`src/arpwm_consts.svh`:
```
/*
  register offsets, field positions, reset values and timing counts of the
  auto-reload pwm timer. assumes an 8-bit register port with byte offsets.
*/
`ifndef ARPWM_CONSTS_SVH
`define ARPWM_CONSTS_SVH
`define ARPWM_A_CSR 6'h11
`define ARPWM_A_CNTH 6'h12
`define ARPWM_A_CNTL 6'h13
`define ARPWM_A_RLDH 6'h14
`define ARPWM_A_RLDL 6'h15
`define ARPWM_A_OEN 6'h16
`define ARPWM_A_CH0 6'h17
`define ARPWM_A_BRK1 6'h1B
`define ARPWM_A_BRK2 6'h1C
`define ARPWM_A_DC0 6'h1D
`define ARPWM_A_CAPH 6'h25
`define ARPWM_A_CAPL 6'h26
`define ARPWM_A_CFG 6'h27
`define ARPWM_CSR_ICF 6
`define ARPWM_CSR_CAPTURE_IRQ_ENABLE 5
`define ARPWM_CSR_OVF 2
`define ARPWM_CSR_OVIE 1
`define ARPWM_CSR_COMPARE_IRQ_ENABLE 0
`define ARPWM_CFG_RST 8'h03
`define ARPWM_TICK_NS 1000000
`define ARPWM_CLK_NS 4
`define ARPWM_TICK_CYC (`ARPWM_TICK_NS / `ARPWM_CLK_NS)
`define ARPWM_CNT_MAX 12'hFFF
`endif

```
`src/arpwm_pkg.sv`:
```
/*
  types of the auto-reload pwm timer. assumes nothing.
*/
package arpwm_pkg;
  typedef enum logic [1:0] {
    ARPWM_CK_OFF = 2'b00,
    ARPWM_CK_LITE = 2'b01,
    ARPWM_CK_CPU = 2'b10,
    ARPWM_CK_BAD = 2'b11
  } arpwm_ck_t;
endpackage : arpwm_pkg

```
`src/arpwm_timer.sv`:
```
/*
  12-bit auto-reload timer with four pwm outputs, two break channels and an
  input capture. assumes synchronous pins and a one-cycle-strobe byte port.
*/
// The implementer's own choices: the strobed register port and the placing of the registers.
// How it works
// RL1: capture flag set on capture, cleared by reading a capture byte, writes ignored.
// RL2: capture interrupt raised only while capture_irq_enable set.
// RL3: clock select 00 stop, 01 1 ms tick, 10 every cycle, 11 forbidden.
// RL4: overflow flag set on FFFh wrap, cleared by reading control status.
// RL5: overflow interrupt enable is a read/write bit cleared at reset.
// RL6: compare_irq_enable masks interrupt from any compare flag.
// RL7: 12-bit readable counter, zero at reset, counts when clocked.
// RL8: software reads low byte first; count is not latched.
// RL9: on overflow counter reloads from reload_value_1.
// RL10: output enable bit selects pwm drive or general purpose i/o.
// RL11: single_pulse_enable in channel three register only, clears on reset.
// RL12: single pulse edge on lite capture pin, falling 0, rising 1.
// RL13: polarity bit inverts its pwm output.
// RL14: compare flag set on counter equal duty, cleared by channel read.
// RL15: break one from pin or comparator; pin enable gates the pin.
// RL16: break one active level low when 0, high when 1.
// RL17: brk1_active set by active level, also software read/write.
// RL18: during break enabled outputs take the brk_pattern level.
// RL19: break two behaves the same with its own bits.
// RL20: with second counter, outputs two and three follow routed break.
// RL21: counter one break routing selects break one or two.
// RL22: duty value sets duty cycle and compare value.
// RL23: capture edge copies counter only while capture flag clear.
// RL24: capture source: main pin when 0, lite pin when 1.
// RL25: outputs two and three use second counter when selected.
// RL26: break applies per counter only while its enable set.
// RL27: interrupt requests follow flag and enable.
// RL28: reserved bits read zero and ignore writes.
`timescale 1ns/100ps
`include "arpwm_consts.svh"
module arpwm_timer
  import arpwm_pkg::*;
#(
  parameter int TICK_CYC = `ARPWM_TICK_CYC,
  parameter int NCH = 4
) (
  input wire logic clk,
  input wire logic rst,
  input wire logic [5:0] addr,
  input wire logic [7:0] wdata,
  input wire logic wr,
  input wire logic rd,
  output logic [7:0] rdata,
  input wire logic [11:0] second_upcounter,
  input wire logic capture_pin_main,
  input wire logic capture_pin_lite,
  input wire logic brk1_pin,
  input wire logic brk2_pin,
  input wire logic cmp1_out,
  input wire logic cmp2_out,
  output logic [3:0] pwm_out,
  output logic [3:0] pwm_oe_n,
  output logic single_pulse_trig,
  output logic cap_irq,
  output logic ovf_irq,
  output logic cmp_irq
);
  if (NCH != 4 || TICK_CYC < 1) begin : g_bad_param
    $error("arpwm_timer: unsupported parameters");
  end

  logic capture_flag_q, capture_irq_enable_q, overflow_flag_1_q;
  logic overflow_irq_enable_1_q, compare_irq_enable_q;
  arpwm_ck_t ck_q;
  logic [11:0] main_upcounter_q, reload_value_1_q, captured_count_q;
  logic [3:0] oe_q, pol_q, cmpf_q, brk_pattern_q;
  logic [11:0] duty_q [4];
  logic single_pulse_enable_q, single_pulse_edge_q;
  logic brk1_source_select_q, brk1_active_level_q, brk1_active_q, brk1_pin_enable_q;
  logic brk2_source_select_q, brk2_active_level_q, brk2_active_q, brk2_pin_enable_q;
  logic brk_route_ctr1_q, brk_route_ctr2_q;
  logic brk_enable_ctr1_q, brk_enable_ctr2_q, second_counter_select_q, capture_source_select_q;
  logic [31:0] tick_cnt_q;
  logic cap_main_q, cap_lite_q;

  wire rd_csr = rd && addr == `ARPWM_A_CSR;
  wire rd_cap = rd && (addr == `ARPWM_A_CAPH || addr == `ARPWM_A_CAPL);
  wire wr_csr = wr && addr == `ARPWM_A_CSR;
  wire wr_brk1 = wr && addr == `ARPWM_A_BRK1;
  wire wr_brk2 = wr && addr == `ARPWM_A_BRK2;

  // counter tick selection
  logic tick;
  always_comb begin
    case (ck_q) // RL3
      ARPWM_CK_LITE: tick = (tick_cnt_q == 32'(TICK_CYC - 1));
      ARPWM_CK_CPU: tick = 1'b1;
      default: tick = 1'b0;
    endcase
  end
  always_ff @(posedge clk) begin
    if (rst || ck_q != ARPWM_CK_LITE || tick) begin
      tick_cnt_q <= '0;
    end else begin
      tick_cnt_q <= tick_cnt_q + 32'd1;
    end
  end

  wire ovf = tick && main_upcounter_q == `ARPWM_CNT_MAX;
  always_ff @(posedge clk) begin
    if (rst) begin
      main_upcounter_q <= '0;
    end else if (ovf) begin
      main_upcounter_q <= reload_value_1_q; // RL9
    end else if (tick) begin
      main_upcounter_q <= main_upcounter_q + 12'h001; // RL7
    end
  end

  // capture edges
  wire cap_sel_now = capture_source_select_q ? capture_pin_lite : capture_pin_main; // RL24
  wire cap_sel_old = capture_source_select_q ? cap_lite_q : cap_main_q;
  wire cap_edge = cap_sel_now != cap_sel_old;
  always_ff @(posedge clk) begin
    if (rst) begin
      cap_main_q <= 1'b0;
      cap_lite_q <= 1'b0;
    end else begin
      cap_main_q <= capture_pin_main;
      cap_lite_q <= capture_pin_lite;
    end
  end
  wire do_cap = cap_edge && !capture_flag_q;
  always_ff @(posedge clk) begin
    if (rst) begin
      captured_count_q <= '0;
    end else if (do_cap) begin
      captured_count_q <= main_upcounter_q; // RL23
    end
  end

  // control status register
  always_ff @(posedge clk) begin
    if (rst) begin
      capture_flag_q <= 1'b0;
      overflow_flag_1_q <= 1'b0;
    end else begin
      capture_flag_q <= do_cap || (capture_flag_q && !rd_cap); // RL1
      overflow_flag_1_q <= ovf || (overflow_flag_1_q && !rd_csr); // RL4
    end
  end
  always_ff @(posedge clk) begin
    if (rst) begin
      capture_irq_enable_q <= 1'b0;
      ck_q <= ARPWM_CK_OFF;
      overflow_irq_enable_1_q <= 1'b0;
      compare_irq_enable_q <= 1'b0;
    end else if (wr_csr) begin
      capture_irq_enable_q <= wdata[`ARPWM_CSR_CAPTURE_IRQ_ENABLE]; // RL2
      ck_q <= arpwm_ck_t'(wdata[4:3]); // RL3
      overflow_irq_enable_1_q <= wdata[`ARPWM_CSR_OVIE]; // RL5
      compare_irq_enable_q <= wdata[`ARPWM_CSR_COMPARE_IRQ_ENABLE]; // RL6
    end
  end

  always_ff @(posedge clk) begin
    if (rst) begin
      reload_value_1_q <= '0;
      oe_q <= '0;
      pol_q <= '0;
      single_pulse_enable_q <= 1'b0;
      single_pulse_edge_q <= 1'b0;
      brk_enable_ctr1_q <= 1'b1;
      brk_enable_ctr2_q <= 1'b1;
      second_counter_select_q <= 1'b0;
      capture_source_select_q <= 1'b0;
    end else if (wr) begin
      if (addr == `ARPWM_A_RLDH) begin
        reload_value_1_q[11:8] <= wdata[3:0];
      end else if (addr == `ARPWM_A_RLDL) begin
        reload_value_1_q[7:0] <= wdata;
      end else if (addr == `ARPWM_A_OEN) begin
        oe_q <= {wdata[6], wdata[4], wdata[2], wdata[0]}; // RL10
      end else if (addr >= `ARPWM_A_CH0 && addr < `ARPWM_A_CH0 + 6'd4) begin
        pol_q[2'(addr - `ARPWM_A_CH0)] <= wdata[1]; // RL13
        if (addr == `ARPWM_A_CH0 + 6'd3) begin
          single_pulse_enable_q <= wdata[3]; // RL11
          single_pulse_edge_q <= wdata[2];
        end
      end else if (addr == `ARPWM_A_CFG) begin
        brk_enable_ctr1_q <= wdata[0];
        brk_enable_ctr2_q <= wdata[1];
        second_counter_select_q <= wdata[2];
        capture_source_select_q <= wdata[5];
      end
    end
  end

  // duty values and compare flags, one per channel
  logic [3:0] ch_rd;
  for (genvar i = 0; i < 4; i++) begin : g_ch
    wire [11:0] cnt_src = (i >= 2 && second_counter_select_q) ? second_upcounter
                                                               : main_upcounter_q; // RL25
    wire match = cnt_src == duty_q[i];
    assign ch_rd[i] = rd && addr == `ARPWM_A_CH0 + 6'(i);
    always_ff @(posedge clk) begin
      if (rst) begin
        duty_q[i] <= '0;
      end else if (wr && addr == `ARPWM_A_DC0 + 6'(2 * i)) begin
        duty_q[i][11:8] <= wdata[3:0]; // RL22
      end else if (wr && addr == `ARPWM_A_DC0 + 6'(2 * i + 1)) begin
        duty_q[i][7:0] <= wdata;
      end
    end
    always_ff @(posedge clk) begin
      if (rst) begin
        cmpf_q[i] <= 1'b0;
      end else begin
        cmpf_q[i] <= match || (cmpf_q[i] && !ch_rd[i]); // RL14
      end
    end
  end

  // break channels
  wire brk1_src = brk1_source_select_q ? cmp1_out : (brk1_pin && brk1_pin_enable_q); // RL15
  wire brk2_src = brk2_source_select_q ? cmp2_out : (brk2_pin && brk2_pin_enable_q); // RL19
  wire brk1_hit = (brk1_source_select_q || brk1_pin_enable_q)
                  && (brk1_active_level_q ? brk1_src : !brk1_src); // RL16
  wire brk2_hit = (brk2_source_select_q || brk2_pin_enable_q)
                  && (brk2_active_level_q ? brk2_src : !brk2_src); // RL19
  always_ff @(posedge clk) begin
    if (rst) begin
      brk1_source_select_q <= 1'b0;
      brk1_active_level_q <= 1'b0;
      brk1_active_q <= 1'b0;
      brk1_pin_enable_q <= 1'b0;
      brk_pattern_q <= '0;
    end else begin
      if (wr_brk1) begin
        brk1_source_select_q <= wdata[7];
        brk1_active_level_q <= wdata[6];
        brk1_pin_enable_q <= wdata[4];
        brk_pattern_q <= wdata[3:0]; // RL18
      end
      brk1_active_q <= brk1_hit || (wr_brk1 ? wdata[5] : brk1_active_q); // RL17
    end
  end
  always_ff @(posedge clk) begin
    if (rst) begin
      brk2_source_select_q <= 1'b0;
      brk2_active_level_q <= 1'b0;
      brk2_active_q <= 1'b0;
      brk2_pin_enable_q <= 1'b0;
      brk_route_ctr1_q <= 1'b0;
      brk_route_ctr2_q <= 1'b0;
    end else begin
      if (wr_brk2) begin
        brk2_source_select_q <= wdata[7];
        brk2_active_level_q <= wdata[6];
        brk2_pin_enable_q <= wdata[4];
        brk_route_ctr2_q <= wdata[1];
        brk_route_ctr1_q <= wdata[0];
      end
      brk2_active_q <= brk2_hit || (wr_brk2 ? wdata[5] : brk2_active_q); // RL19
    end
  end

  wire brk_c1 = brk_enable_ctr1_q && (brk_route_ctr1_q ? brk2_active_q : brk1_active_q); // RL21
  wire brk_c2 = brk_enable_ctr2_q && (brk_route_ctr2_q ? brk2_active_q : brk1_active_q); // RL20
  wire brk_hi = second_counter_select_q ? brk_c2 : brk_c1; // RL26
  wire [3:0] brk_vec = {brk_hi, brk_hi, brk_c1, brk_c1};

  // pwm outputs
  for (genvar j = 0; j < 4; j++) begin : g_pwm
    wire [11:0] cnt_src = (j >= 2 && second_counter_select_q) ? second_upcounter
                                                               : main_upcounter_q;
    always_ff @(posedge clk) begin
      if (rst) begin
        pwm_out[j] <= 1'b0;
        pwm_oe_n[j] <= 1'b1;
      end else begin
        pwm_oe_n[j] <= !oe_q[j]; // RL10
        pwm_out[j] <= (oe_q[j] && brk_vec[j]) ? brk_pattern_q[j]
                                               : (cnt_src < duty_q[j]) ^ pol_q[j]; // RL18 RL13
      end
    end
  end

  // single pulse trigger edge
  always_ff @(posedge clk) begin
    if (rst) begin
      single_pulse_trig <= 1'b0;
    end else begin
      single_pulse_trig <= single_pulse_enable_q && (capture_pin_lite != cap_lite_q)
                           && (capture_pin_lite == single_pulse_edge_q); // RL12
    end
  end

  always_ff @(posedge clk) begin
    if (rst) begin
      cap_irq <= 1'b0;
      ovf_irq <= 1'b0;
      cmp_irq <= 1'b0;
    end else begin
      cap_irq <= capture_flag_q && capture_irq_enable_q; // RL27 RL2
      ovf_irq <= overflow_flag_1_q && overflow_irq_enable_1_q; // RL27
      cmp_irq <= (|cmpf_q) && compare_irq_enable_q; // RL6
    end
  end

  // read port, reserved bits zero
  always_ff @(posedge clk) begin
    if (rst || !rd) begin
      rdata <= '0;
    end else if (addr == `ARPWM_A_CSR) begin
      rdata <= {1'b0, capture_flag_q, capture_irq_enable_q, ck_q, overflow_flag_1_q,
                overflow_irq_enable_1_q, compare_irq_enable_q}; // RL28
    end else if (addr == `ARPWM_A_CNTH) begin
      rdata <= {4'h0, main_upcounter_q[11:8]}; // RL8
    end else if (addr == `ARPWM_A_CNTL) begin
      rdata <= main_upcounter_q[7:0];
    end else if (addr == `ARPWM_A_RLDH) begin
      rdata <= {4'h0, reload_value_1_q[11:8]};
    end else if (addr == `ARPWM_A_RLDL) begin
      rdata <= reload_value_1_q[7:0];
    end else if (addr == `ARPWM_A_OEN) begin
      rdata <= {1'b0, oe_q[3], 1'b0, oe_q[2], 1'b0, oe_q[1], 1'b0, oe_q[0]};
    end else if (addr >= `ARPWM_A_CH0 && addr < `ARPWM_A_CH0 + 6'd4) begin
      rdata <= {4'h0, (addr == `ARPWM_A_CH0 + 6'd3) ? single_pulse_enable_q : 1'b0,
                (addr == `ARPWM_A_CH0 + 6'd3) ? single_pulse_edge_q : 1'b0,
                pol_q[2'(addr - `ARPWM_A_CH0)], cmpf_q[2'(addr - `ARPWM_A_CH0)]};
    end else if (addr == `ARPWM_A_BRK1) begin
      rdata <= {brk1_source_select_q, brk1_active_level_q, brk1_active_q, brk1_pin_enable_q,
                brk_pattern_q};
    end else if (addr == `ARPWM_A_BRK2) begin
      rdata <= {brk2_source_select_q, brk2_active_level_q, brk2_active_q, brk2_pin_enable_q,
                2'b00, brk_route_ctr2_q, brk_route_ctr1_q};
    end else if (addr >= `ARPWM_A_DC0 && addr < `ARPWM_A_DC0 + 6'd8) begin
      rdata <= addr[0] ? {4'h0, duty_q[2'((addr - `ARPWM_A_DC0) >> 1)][11:8]}
                       : duty_q[2'((addr - `ARPWM_A_DC0) >> 1)][7:0];
    end else if (addr == `ARPWM_A_CAPH) begin
      rdata <= {4'h0, captured_count_q[11:8]};
    end else if (addr == `ARPWM_A_CAPL) begin
      rdata <= captured_count_q[7:0];
    end else if (addr == `ARPWM_A_CFG) begin
      rdata <= {2'b00, capture_source_select_q, 2'b00, second_counter_select_q,
                brk_enable_ctr2_q, brk_enable_ctr1_q};
    end else begin
      rdata <= '0;
    end
  end

  property p_cap_clear;
    @(posedge clk) disable iff (rst) rd_cap && !do_cap |=> !capture_flag_q;
  endproperty
  a_cap_clear: assert property (p_cap_clear) else $error("capture flag not cleared"); // RL1
  property p_cap_irq;
    @(posedge clk) disable iff (rst) !capture_irq_enable_q |=> !cap_irq;
  endproperty
  a_cap_irq: assert property (p_cap_irq) else $error("capture irq while disabled"); // RL2
  property p_stop;
    @(posedge clk) disable iff (rst) ck_q == ARPWM_CK_OFF |=> $stable(main_upcounter_q);
  endproperty
  a_stop: assert property (p_stop) else $error("counter moved while stopped"); // RL3
  property p_ovf;
    @(posedge clk) disable iff (rst)
      ck_q == ARPWM_CK_CPU && main_upcounter_q == 12'hFFF
      |=> overflow_flag_1_q && main_upcounter_q == $past(reload_value_1_q);
  endproperty
  a_ovf: assert property (p_ovf) else $error("overflow reload wrong"); // RL4
  property p_inc;
    @(posedge clk) disable iff (rst)
      ck_q == ARPWM_CK_CPU && main_upcounter_q != 12'hFFF
      |=> main_upcounter_q == $past(main_upcounter_q) + 12'h001;
  endproperty
  a_inc: assert property (p_inc) else $error("counter did not increment"); // RL7
  property p_cap_hold;
    @(posedge clk) disable iff (rst) capture_flag_q |=> $stable(captured_count_q);
  endproperty
  a_cap_hold: assert property (p_cap_hold) else $error("capture overwritten"); // RL23
  property p_oe;
    @(posedge clk) disable iff (rst) ##1 pwm_oe_n == ~$past(oe_q);
  endproperty
  a_oe: assert property (p_oe) else $error("output enable wrong"); // RL10
  property p_brk;
    @(posedge clk) disable iff (rst) oe_q[0] && brk_c1 |=> pwm_out[0] == $past(brk_pattern_q[0]);
  endproperty
  a_brk: assert property (p_brk) else $error("break pattern not applied"); // RL18
  property p_cmp;
    @(posedge clk) disable iff (rst) !second_counter_select_q && main_upcounter_q == duty_q[0]
      |=> cmpf_q[0];
  endproperty
  a_cmp: assert property (p_cmp) else $error("compare flag missed"); // RL14
  c_ovf: cover property (@(posedge clk) disable iff (rst) ovf);
  c_cap: cover property (@(posedge clk) disable iff (rst) do_cap);
  c_brk: cover property (@(posedge clk) disable iff (rst) brk1_active_q && oe_q[0]);
endmodule : arpwm_timer

```
`config.mk`:
```
export PLATFORM = sky130hd
export DESIGN_NAME = arpwm_timer
export DESIGN_NICKNAME = d
export VERILOG_FILES = /design/src/arpwm_pkg.sv /design/src/arpwm_timer.sv
export VERILOG_INCLUDE_DIRS = /design/src
export SDC_FILE = /design/constraint.sdc
export NUM_CORES = 1
export LEC_CHECK = 0
export BUFFER_PORTS_ARGS = -buffer_cell sky130_fd_sc_hd__buf_4
export CAP_MARGIN = 10
export CORE_MARGIN = 4
export CORE_UTILIZATION = 30
export DETAILED_ROUTE_END_ITERATION = 6
export RECOVER_POWER = 100
export SLEW_MARGIN = 10
export SYNTH_ARGS = -nofsm -noshare
export SYNTH_HDL_FRONTEND = slang
export SYNTH_SLANG_ARGS = --single-unit
```
`constraint.sdc`:
```
create_clock -name clk -period 2.5 [get_ports clk]
set_clock_uncertainty 0.1 [all_clocks]
set_input_delay 0.5 -clock clk [delete_from_list [all_inputs] [get_ports clk]]
set_output_delay 0.5 -clock clk [all_outputs]
set_load 0.01 [all_outputs]
```
### Word level (Yosys, flattened, before mapping)

Memory sizes are Yosys's and may differ from the RTL's.
Index checks and enable logic that the tools add are counted.

| word-level totals | value |
|---|---|
| input port bits | 36 |
| bits in writable memories | 48 |
| word-level logic and storage cells | 276 |
| bits in latches | 0 |
| flip-flop bits (word level) | 129 |
| bits in read-only memories | 0 |
| output and inout port bits | 20 |
| memories kept | 1 |

| cells by class | value |
|---|---|
| add/sub/neg operators | 4 |
| multipliers | 0 |
| mux-type cells | 80 |
| shifts and indexed selects | 0 |
| bitwise operators | 16 |
| reductions and logical operators | 80 |
| divide/modulo/power cells | 0 |
| equality and inequality tests | 35 |
| magnitude comparators | 10 |

Memory list:

| name | depth | bits a word | rd ports | clocked after Yosys merged registers in | write ports | line | text |
|---|---|---|---|---|---|---|---|
| duty_q | 4 | 12 | 5 | 0 | 4 | arpwm_timer.sv:73 | `logic [11:0] duty_q [4];` |

Operators with widths:

| kind | count |
|---|---|
| $mux W8 | 15 |
| $eq A6 B5 Y1 const B | 15 |
| $mux W1 | 50 |
| $eq A12 B12 Y1 | 4 |
| $eq A6 B6 Y1 const B | 8 |
| $lt A12 B12 Y1 | 4 |
| $logic_and A1 B1 Y1 | 43 |
| $mux W12 | 3 |
| $add A32 B1 Y32 const B | 1 |
| $eq A32 B18 Y1 const B | 1 |
| $mux W4 | 4 |
| $logic_not A1 Y1 | 14 |
| $logic_or A1 B1 Y1 | 14 |
| $mux W7 | 2 |
| $add A12 B1 Y12 const B | 1 |
| $eq A12 B12 Y1 const B | 1 |
| $ge A6 B5 Y1 const B | 2 |
| $reduce_and A6 Y1 | 2 |
| $or A1 B1 Y1 | 8 |
| $lt A6 B5 Y1 const B | 1 |
| $lt A6 B6 Y1 const B | 1 |
| $mux W6 | 1 |
| $reduce_and A5 Y1 | 1 |
| $bmux W1 S2 | 2 |
| 20 further kinds | 27 |

### Longest topological paths before layout

Gate-level depths: netlist (run 1).

| logic depth | value |
|---|---|
| depth after elaboration | 14 |
| mapped depth | 11 |
| gate-level depth less buffers | 9 |

### Worst setup path after synthesis (run 1)

Ideal clock, no wire load.

| path | value |
|---|---|
| path kind | register to register |
| start point | register second_counter_select_q |
| end point | register pwm_out[3] |
| stages on the path, launching flop included | 11 |
| slack | -0.197 ns |
| clock period less this slack | 2.697 ns |
| library setup time | 0.122 ns |
| arrival | 2.475 ns |
| path buffers | 2 |
| data required time | 2.278 ns |
| cell sequence | dfxtp_1 clkbuf_1 buf_1 mux2_2 ha_1 nor2b_1 o21a_1 o21ai_0 a21oi_1 o21a_1 o311a_1 |

| between the ends | value |
|---|---|
| cells in the longest elaborated chain, start to end | 4 |
| elaborated cells on any way between the ends | 6 |
| classes of those cells | 1 x order compare; 3 x mux; 1 x bitwise; 1 x reduce/logical |

Ends and longest elaborated chain:

| item | line | text |
|---|---|---|
| start, declared | arpwm_timer.sv:78 | `logic brk_enable_ctr1_q, brk_enable_ctr2_q, second_counter_select_q, capture_source_select_q;` |
| start signal, assigned | arpwm_timer.sv:189 | `second_counter_select_q <= wdata[2];` |
| $mux W12 | arpwm_timer.sv:271 | `wire [11:0] cnt_src = (j >= 2 && second_counter_select_q) ? second_upcounter` |
| $lt A12 B12 Y1 | arpwm_timer.sv:280 | `: (cnt_src < duty_q[j]) ^ pol_q[j];` |
| $xor A1 B1 Y1 | arpwm_timer.sv:280 |  |
| $mux W1 (*) | arpwm_timer.sv:279 | `pwm_out[j] <= (oe_q[j] && brk_vec[j]) ? brk_pattern_q[j]` |
| end signal, assigned by index | arpwm_timer.sv:279 |  |
| end, declared | arpwm_timer.sv:57 | `output logic [3:0] pwm_out,` |

Every way passes the cells marked *; elsewhere a longest branch is shown, timed or not.
A chain may end at the register's enable or synchronous reset.

### Worst setup path in the final report (run 1)

| path | value |
|---|---|
| start point | input addr[0] |
| end point | register rdata[2] |

| between the ends | value |
|---|---|
| cells in the longest elaborated chain, start to end | 14 |
| elaborated cells on any way between the ends | 35 |
| classes of those cells | 1 x add/sub; 4 x order compare; 12 x eq/ne; 15 x mux; 2 x reduce/logical; 1 x memory |

Ends and longest elaborated chain:

| item | line | text |
|---|---|---|
| start, declared | arpwm_timer.sv:45 | `input wire logic [5:0] addr,` |
| branches (longest 13 deep; another with $mem_v2 Z4 W12) | n/a |  |
| $mux W7 (*) | arpwm_timer.sv:311 | `` end else if (addr == `ARPWM_A_CSR) begin `` |
| end signal, assigned | arpwm_timer.sv:312 | `rdata <= {1'b0, capture_flag_q, capture_irq_enable_q, ck_q, overflow_flag_1_q,` |
| end signal, assigned | arpwm_timer.sv:315 | `rdata <= {4'h0, main_upcounter_q[11:8]};` |
| end signal, assigned | arpwm_timer.sv:317 | `rdata <= main_upcounter_q[7:0];` |
| end, declared | arpwm_timer.sv:49 | `output logic [7:0] rdata,` |

Mark *: on every way between the ends.

==> results of run 1 <==
[worst min-delay path by stage]
stage                        endpoint              from  cells after the start  slack, ns
after global routing       cap_lite_q  capture_pin_lite                      2       0.20
final                      cap_main_q  capture_pin_main                      2       0.20
after global placement    pwm_oe_n[1]           oe_q[1]                      1       0.31
after floorplan           pwm_oe_n[3]           oe_q[3]                      1       0.28
after detailed placement  pwm_oe_n[1]           oe_q[1]                      1       0.32
after CTS                  cap_main_q  capture_pin_main                      2       0.18
[through the flow]
step | power, mW | utilization | TNS, ns | cells | area [µm²]
final | 6.24 | 0.362 | 0 | 1656 | 11800
after global routing | 6.47 | 0.362 | 0 | 1655 | 11800
after CTS | 6.29 | 0.366 | 0 | 1655 | 11900
after detailed placement | 3.70 | 0.349 | -0.694 | 1624 | 11400
after global placement | 3.70 | 0.349 | -0.568 | 1624 | 11400
after floorplan | 3.40 | - | 0 | 1097 | 9920
[cells by family after synthesis]
kind of cell | after synthesis | share of synthesized area
buffers and inverters | 117 | 0.0480
AO/OA/AOI/OAI | 180 | 0.115
XOR/XNOR | 38 | 0.0336
adder cells (fa/ha/maj) | 58 | 0.0732
multiplexers | 71 | 0.0907
flip-flops | 177 | 0.406
AND/OR/NAND/NOR | 456 | 0.234
[power groups by stage]
stage | clock, mW | sequential [mW] | combinational, mW
2_1_floorplan | 0 | 3.08 | 0.323
5_1_grt | 2.79 | 3.06 | 0.624
6_report | 2.60 | 3.05 | 0.582
3_5_place_dp | 0 | 3.12 | 0.581
4_1_cts | 2.65 | 3.05 | 0.586
3_3_place_gp | 0 | 3.12 | 0.576
[per-layer routing]
metal	wire [µm]	share of wire	track usage	vias to the layer above
met5	0	0	0	-
met4	1080	0.032	0.0682	0
met3	2190	0.064	0.0338	62
met2	15300	0.45	0.294	322
met1	15700	0.46	0.268	4238
li1	-	-	-	4122
[registers in the layout, indices dropped and copies added (netlist names), 2 cells and up]
signal and flops:
captured_count_q 12, rdata 8, tick_cnt_q 32, oe_q 4, pwm_oe_n 4, reload_value_1_q 12, pwm_out 4, cmpf_q 4
g_ch.cnt_src 12, pol_q 4, ck_q 2, duty_q 48, brk_pattern_q 4
[layout make-up]
cell class / instances / area (µm²) / share of cell area
timing repair buffer: 145 / 967 / 0.0821
antenna: 1 / 2.50 / 0.000212
multi-input combinational: 803 / 5460 / 0.464
clock inverter: 11 / 92.6 / 0.00786
clock buffer: 20 / 468 / 0.0397
tap: 442 / 553 / 0.0469
sequential: 177 / 4030 / 0.342
inverter: 57 / 214 / 0.0182
[cells in the final DEF, fill, tap and decap left out, types with 7 or more instances in the layout]
| cell | instances |
|---|---|
| and4_1 | 7 |
| xnor2_1 | 13 |
| nor3_1 | 7 |
| and2_0 | 9 |
| a21oi_1 | 66 |
| clkbuf_16 | 18 |
| dfxtp_1 | 128 |
| mux4_2 | 14 |
| and3_1 | 55 |
| nand4_1 | 20 |
| buf_4 | 97 |
| ha_1 | 56 |
| nand3_1 | 52 |
| nand2b_1 | 11 |
| o21ai_0 | 25 |
| xor2_1 | 25 |
| nand2_1 | 120 |
| clkbuf_1 | 39 |
| and2_1 | 7 |
| nor2b_1 | 15 |
| mux2_2 | 10 |
| mux2i_1 | 46 |
| inv_1 | 56 |
| edfxtp_1 | 48 |
| nor2_1 | 115 |
[timing repair]
action                     CTS  global route
resized for setup            3            16
pin swaps                    0             1
setup endpoints to repair    1             3
[critical path: stages]
cell and delay, ns:
buf_4 0.13, clkbuf_1 0.19, ha_1 0.33, nor2b_1 0.26, buf_4 0.18, buf_4 0.20
nor2b_1 0.28, o21ai_0 0.13, a221oi_1 0.37, a21oi_1 0.11
==> results.txt, run 1 <==
Setup WS pre-CTS = -0.250 ns
root buffer cell = clkbuf_16
top post-synthesis cells by area = dfxtp_1 (26%), edfxtp_1 (15%), ha_1 (7.3%), mux2i_1 (4.6%), nand2_1 (4.5%)
via count = 8744
H-Tree Level Count = 4
TritonCTS clock tree = built
Clock power frac = 0.417
RSZ-0062 raised after global routing = no
Clock transition at path regs = 0.07 ns
Critical R2R Launch = second_counter_select_q
sequential fraction of the synthesis area = 0.406
Max Slew Vio Count = 0
vias in the first global route = 8504
setup ws final = 0.0168 ns
GRT Residual Overflow = 0
Fin. Hold Viols = 0
R2R Setup Slk = 0.12 ns
area delta synth->final = 18.9%
ys async rst share = 0
sequential cell fraction of total power = 0.489
most numerous cell in the Yosys netlist = dfxtp_1
critical path data required time = 2.71 ns
hold_ws = 0.196 ns
Peak VDD IR = 382 µV
Worst Path Max Fanout = 9
Hold Crit Class = primary input to flip-flop
antenna violations before repair = 0
Post-DP HPWL = 26500 µm
die outline height = 190 µm
# fillers = 3408
Die Span X = 190 µm
Comb pwr share = 0.093
Primary FF master, synth = dfxtp_1
largest net degree at the start of global routing = 51
outcome = completed
clock buffer depth = 2
slew margin rel. = 0.298
share of layout cells above drive strength 1 = 0.156
Final ANT Viol Nets = 0
Setup Crit Path Kind = primary input to flip-flop
Cell Rows = 66
DR WL/cell = 20.7 µm
fin crit period = 2.48 ns
clk_lat worst skew = 0.44 ns
fin crit share = 0.993
Synth top area share = 0.260
Initial Utilization = 0.305
# Max-Cap Violations = 0
Reg2Reg Depth = 9
critical path launch point type = primary input
DRC violations left = 0
worst setup path endpoint = rdata[2]
slew at the pin closest to its max-slew limit = 1.05 ns
Routed WL = 34200 µm
io pins = 56
syn nets = 1191
switching fraction of total power = 0.261
CTS sink count = 177
fmax = 403 MHz
Crit. End Element = flip-flop
# Post-CTS Setup Buffers = 0
pwr dens = 529 nW/µm²
Overall Global Routing Usage = 0.190
core outline area = 32500 µm²
first-pass GRT wire length = 51900 µm
Pleak = 4.78 nW
hold_buf cts = 0
Post-synth EDFFs = 48
Sw Pwr = 1.63 mW
WP data arrival = 2.70 ns
top cells by count, synth = dfxtp_1 (129), nand2_1 (120), nor2_1 (115)
Layout Nets = 1295
Post-Syn Area = 9910 µm²
synth unique cells = 68
Cell Int Power = 4.61 mW
Synth warnings = 0
total CTS buffers = 17
flops & latches, synth = 177
worst r2r dst = pwm_out[2]
Initial DRC Count = 641
DR vias/cell = 5.28
die area = 36000 µm²
Setup violations, final = 0
Syn Inst Count = 1097
worst setup path startpoint = addr[0]
PortBufs = 55
Mean Syn Cell Area = 9.04 µm²
cell accounting for the most synthesized area = dfxtp_1
DRT Pass-1 Iters = 5
routability cong. = 0.997
Note: power is estimated with default switching activity, not from simulation.
==> inputs of run 2 (changes only) <==
==> constraint.sdc (replaced) <==
create_clock -name clk -period 2.5 [get_ports clk]
set_clock_uncertainty 0.1 [all_clocks]
set_input_delay 0 -clock clk [delete_from_list [all_inputs] [get_ports clk]]
set_output_delay 0 -clock clk [all_outputs]
set_load 0.01 [all_outputs]
==> results.txt, run 2 (synthesis results as in run 1) <==
max reg flops = 48 (unchanged)
slew at the pin closest to its max-slew limit = 1.06 ns (was 1.05 ns)
Setup Crit Path Kind = primary input to flip-flop (unchanged)
fin crit share = 0.944 (was 0.993)
biggest regs = duty_q: 48 flops, tick_cnt_q: 32 flops (unchanged)
outcome = completed (unchanged)
Initial DRC Count = 686 (was 641)
core outline area = 32500 µm² (unchanged)
Final Cell Area = 11700 µm² (was 11800 µm²)
placed cell area = 11100 µm² (was 11400 µm²)
Crit. End Element = flip-flop (unchanged)
largest reg by FF count = duty_q (unchanged)
via count = 8604 (was 8744)
Tot Pwr = 6.50 mW (was 6.24 mW)
slew margin rel. = 0.291 (was 0.298)
PortBufs = 55 (unchanged)
slowest stage delay, CP = 0.57 ns (was 0.37 ns)
io pins = 56 (unchanged)
CTS sink count = 177 (unchanged)
critical path buffer and inverter count = 3 (was 4)
Initial Utilization = 0.305 (unchanged)
commonest non-fill, non-tap cell in the layout = dfxtp_1 (unchanged)
RSZ-0062 raised after global routing = no (unchanged)
total CTS buffers = 17 (unchanged)
Routed WL = 33200 µm (was 34200 µm)
# diodes = 0 (was 1)
vias in the first global route = 8441 (was 8504)
share of layout cells above drive strength 1 = 0.129 (was 0.156)
die area = 36000 µm² (unchanged)
Worst Path Max Fanout = 26 (was 9)
Final ANT Viol Nets = 0 (unchanged)
die outline height = 190 µm (unchanged)
pwr dens = 553 nW/µm² (was 529 nW/µm²)
Slowest-stage cell, CP = clkinv_1 (was a221oi_1)
first-pass GRT wire length = 50600 µm (was 51900 µm)
H-Tree Level Count = 4 (unchanged)
Layout Nets = 1278 (was 1295)
Overall Global Routing Usage = 0.184 (was 0.190)
DRT Pass-1 Iters = 5 (unchanged)
clk_lat worst skew = 0.44 ns (about the same)
fmax = 424 MHz (was 403 MHz)
Cell Rows = 66 (unchanged)
CP cell instances = dlygate4sd3_1 -> clkbuf_2 -> clkinv_1 -> nand2_1 -> nor2_1 -> a221oi_1 -> a21oi_1 (was buf_4 -> clkbuf_1 -> ha_1 -> nor2b_1 -> buf_4 -> buf_4 -> nor2b_1 -> o21ai_0 -> a221oi_1 -> a21oi_1)
root buffer cell = clkbuf_16 (unchanged)
Hold Crit Class = primary input to flip-flop (unchanged)
# Max-Cap Violations = 0 (unchanged)
Peak VDD IR = 444 µV (was 382 µV)
hold_ws = 0.0908 ns (was 0.196 ns)
Die Span X = 190 µm (unchanged)
delay-heaviest family, CP = buffers and inverters (unchanged)
Post-DP HPWL = 25300 µm (was 26500 µm)
antenna violations before repair = 2 (was 0)
DRC violations left = 0 (unchanged)
post-route setup TNS = 0 ns (unchanged)
GRT Residual Overflow = 0 (unchanged)
largest net degree at the start of global routing = 55 (was 51)
Setup violations, final = 0 (unchanged)
Pleak = 4.76 nW (was 4.78 nW)
WP data arrival = 2.55 ns (was 2.70 ns)
DR vias/cell = 5.25 (was 5.28)
critical path launch point type = primary input (unchanged)
DR WL/cell = 20.3 µm (was 20.7 µm)
Clock transition at path regs = 0.07 ns (about the same)
area delta synth->final = 18.5% (was 18.9%)
R2R Setup Slk = 0.14 ns (was 0.12 ns)
routability cong. = 0.975 (was 0.997)
fin crit period = 2.36 ns (was 2.48 ns)
# Post-CTS Setup Buffers = 0 (unchanged)
most frequent cells in the layout = dfxtp_1 (127), nand2_1 (120), nor2_1 (115) (was dfxtp_1 (128), nand2_1 (120), nor2_1 (115))
clock buffer depth = 2 (unchanged)
Fin. Hold Viols = 0 (unchanged)
TritonCTS clock tree = built (unchanged)
critical path data required time = 2.69 ns (was 2.71 ns)
Max Slew Vio Count = 0 (unchanged)
[run 2: cell type report]
cell class	count	area [µm²]
Clock buffer	21	483
Clock inverter	11	136
Sequential cell	177	4030
Timing Repair Buffer	128	912
Tap cell	442	553
Fill cell	3384	20800
Inverter	57	214
Multi-Input combinational cell	803	5420
[run 2: per-stage QoR]
step	worst slack, ns	util	std cells
CTS	0.0647	0.365	1639
finish	0.139	0.361	1639
floorplan	0.0858	-	1097
global route	0.00502	0.361	1639
detailed placement	0.0842	0.340	1590
global placement	0.0994	0.340	1590
[run 2: worst register-to-register path: cells and delay by family, from the launching register on]
family,cells,cell delay (ns)
flops,1,0.66
xor+xnor,1,0.07
fa+ha+maj,1,0.34
compound gates,2,0.70
buf+inv,1,0.22
simple gates,2,0.18
[run 2: final timing paths]
check / startpoint / endpoint / depth (start not counted)
max: rst / rdata[2] / 7
min: addr[4] / rdata[3] / 4
max reg2reg: g_ch[0].cnt_src[6] / pwm_out[1] / 7
min reg2reg: oe_q[3] / pwm_oe_n[3] / 1
[run 2: power by group]
| group | total, mW | switching (mW) | internal, mW |
|---|---|---|---|
| clock network | 2.87 | 1.25 | 1.62 |
| registers | 3.04 | 0.0490 | 2.99 |
| logic | 0.587 | 0.356 | 0.230 |
| total | 6.50 | 1.65 | 4.85 |
[run 2: layer usage]
| metal | wire (µm) | share of wire | vias up | track usage |
|---|---|---|---|---|
| met5 | 13 | 0.00039 | - | 0 |
| met4 | 1140 | 0.034 | 2 | 0.0696 |
| met3 | 2510 | 0.076 | 70 | 0.0345 |
| met2 | 14600 | 0.44 | 361 | 0.287 |
| met1 | 14900 | 0.45 | 4088 | 0.254 |
| li1 | - | - | 4083 | - |
[run 2: timing repair]
item	CTS	global route
hold buffers	17	0
hold endpoints to repair	113	0
endpoints found under the setup margin	0	2
resized for setup	0	5
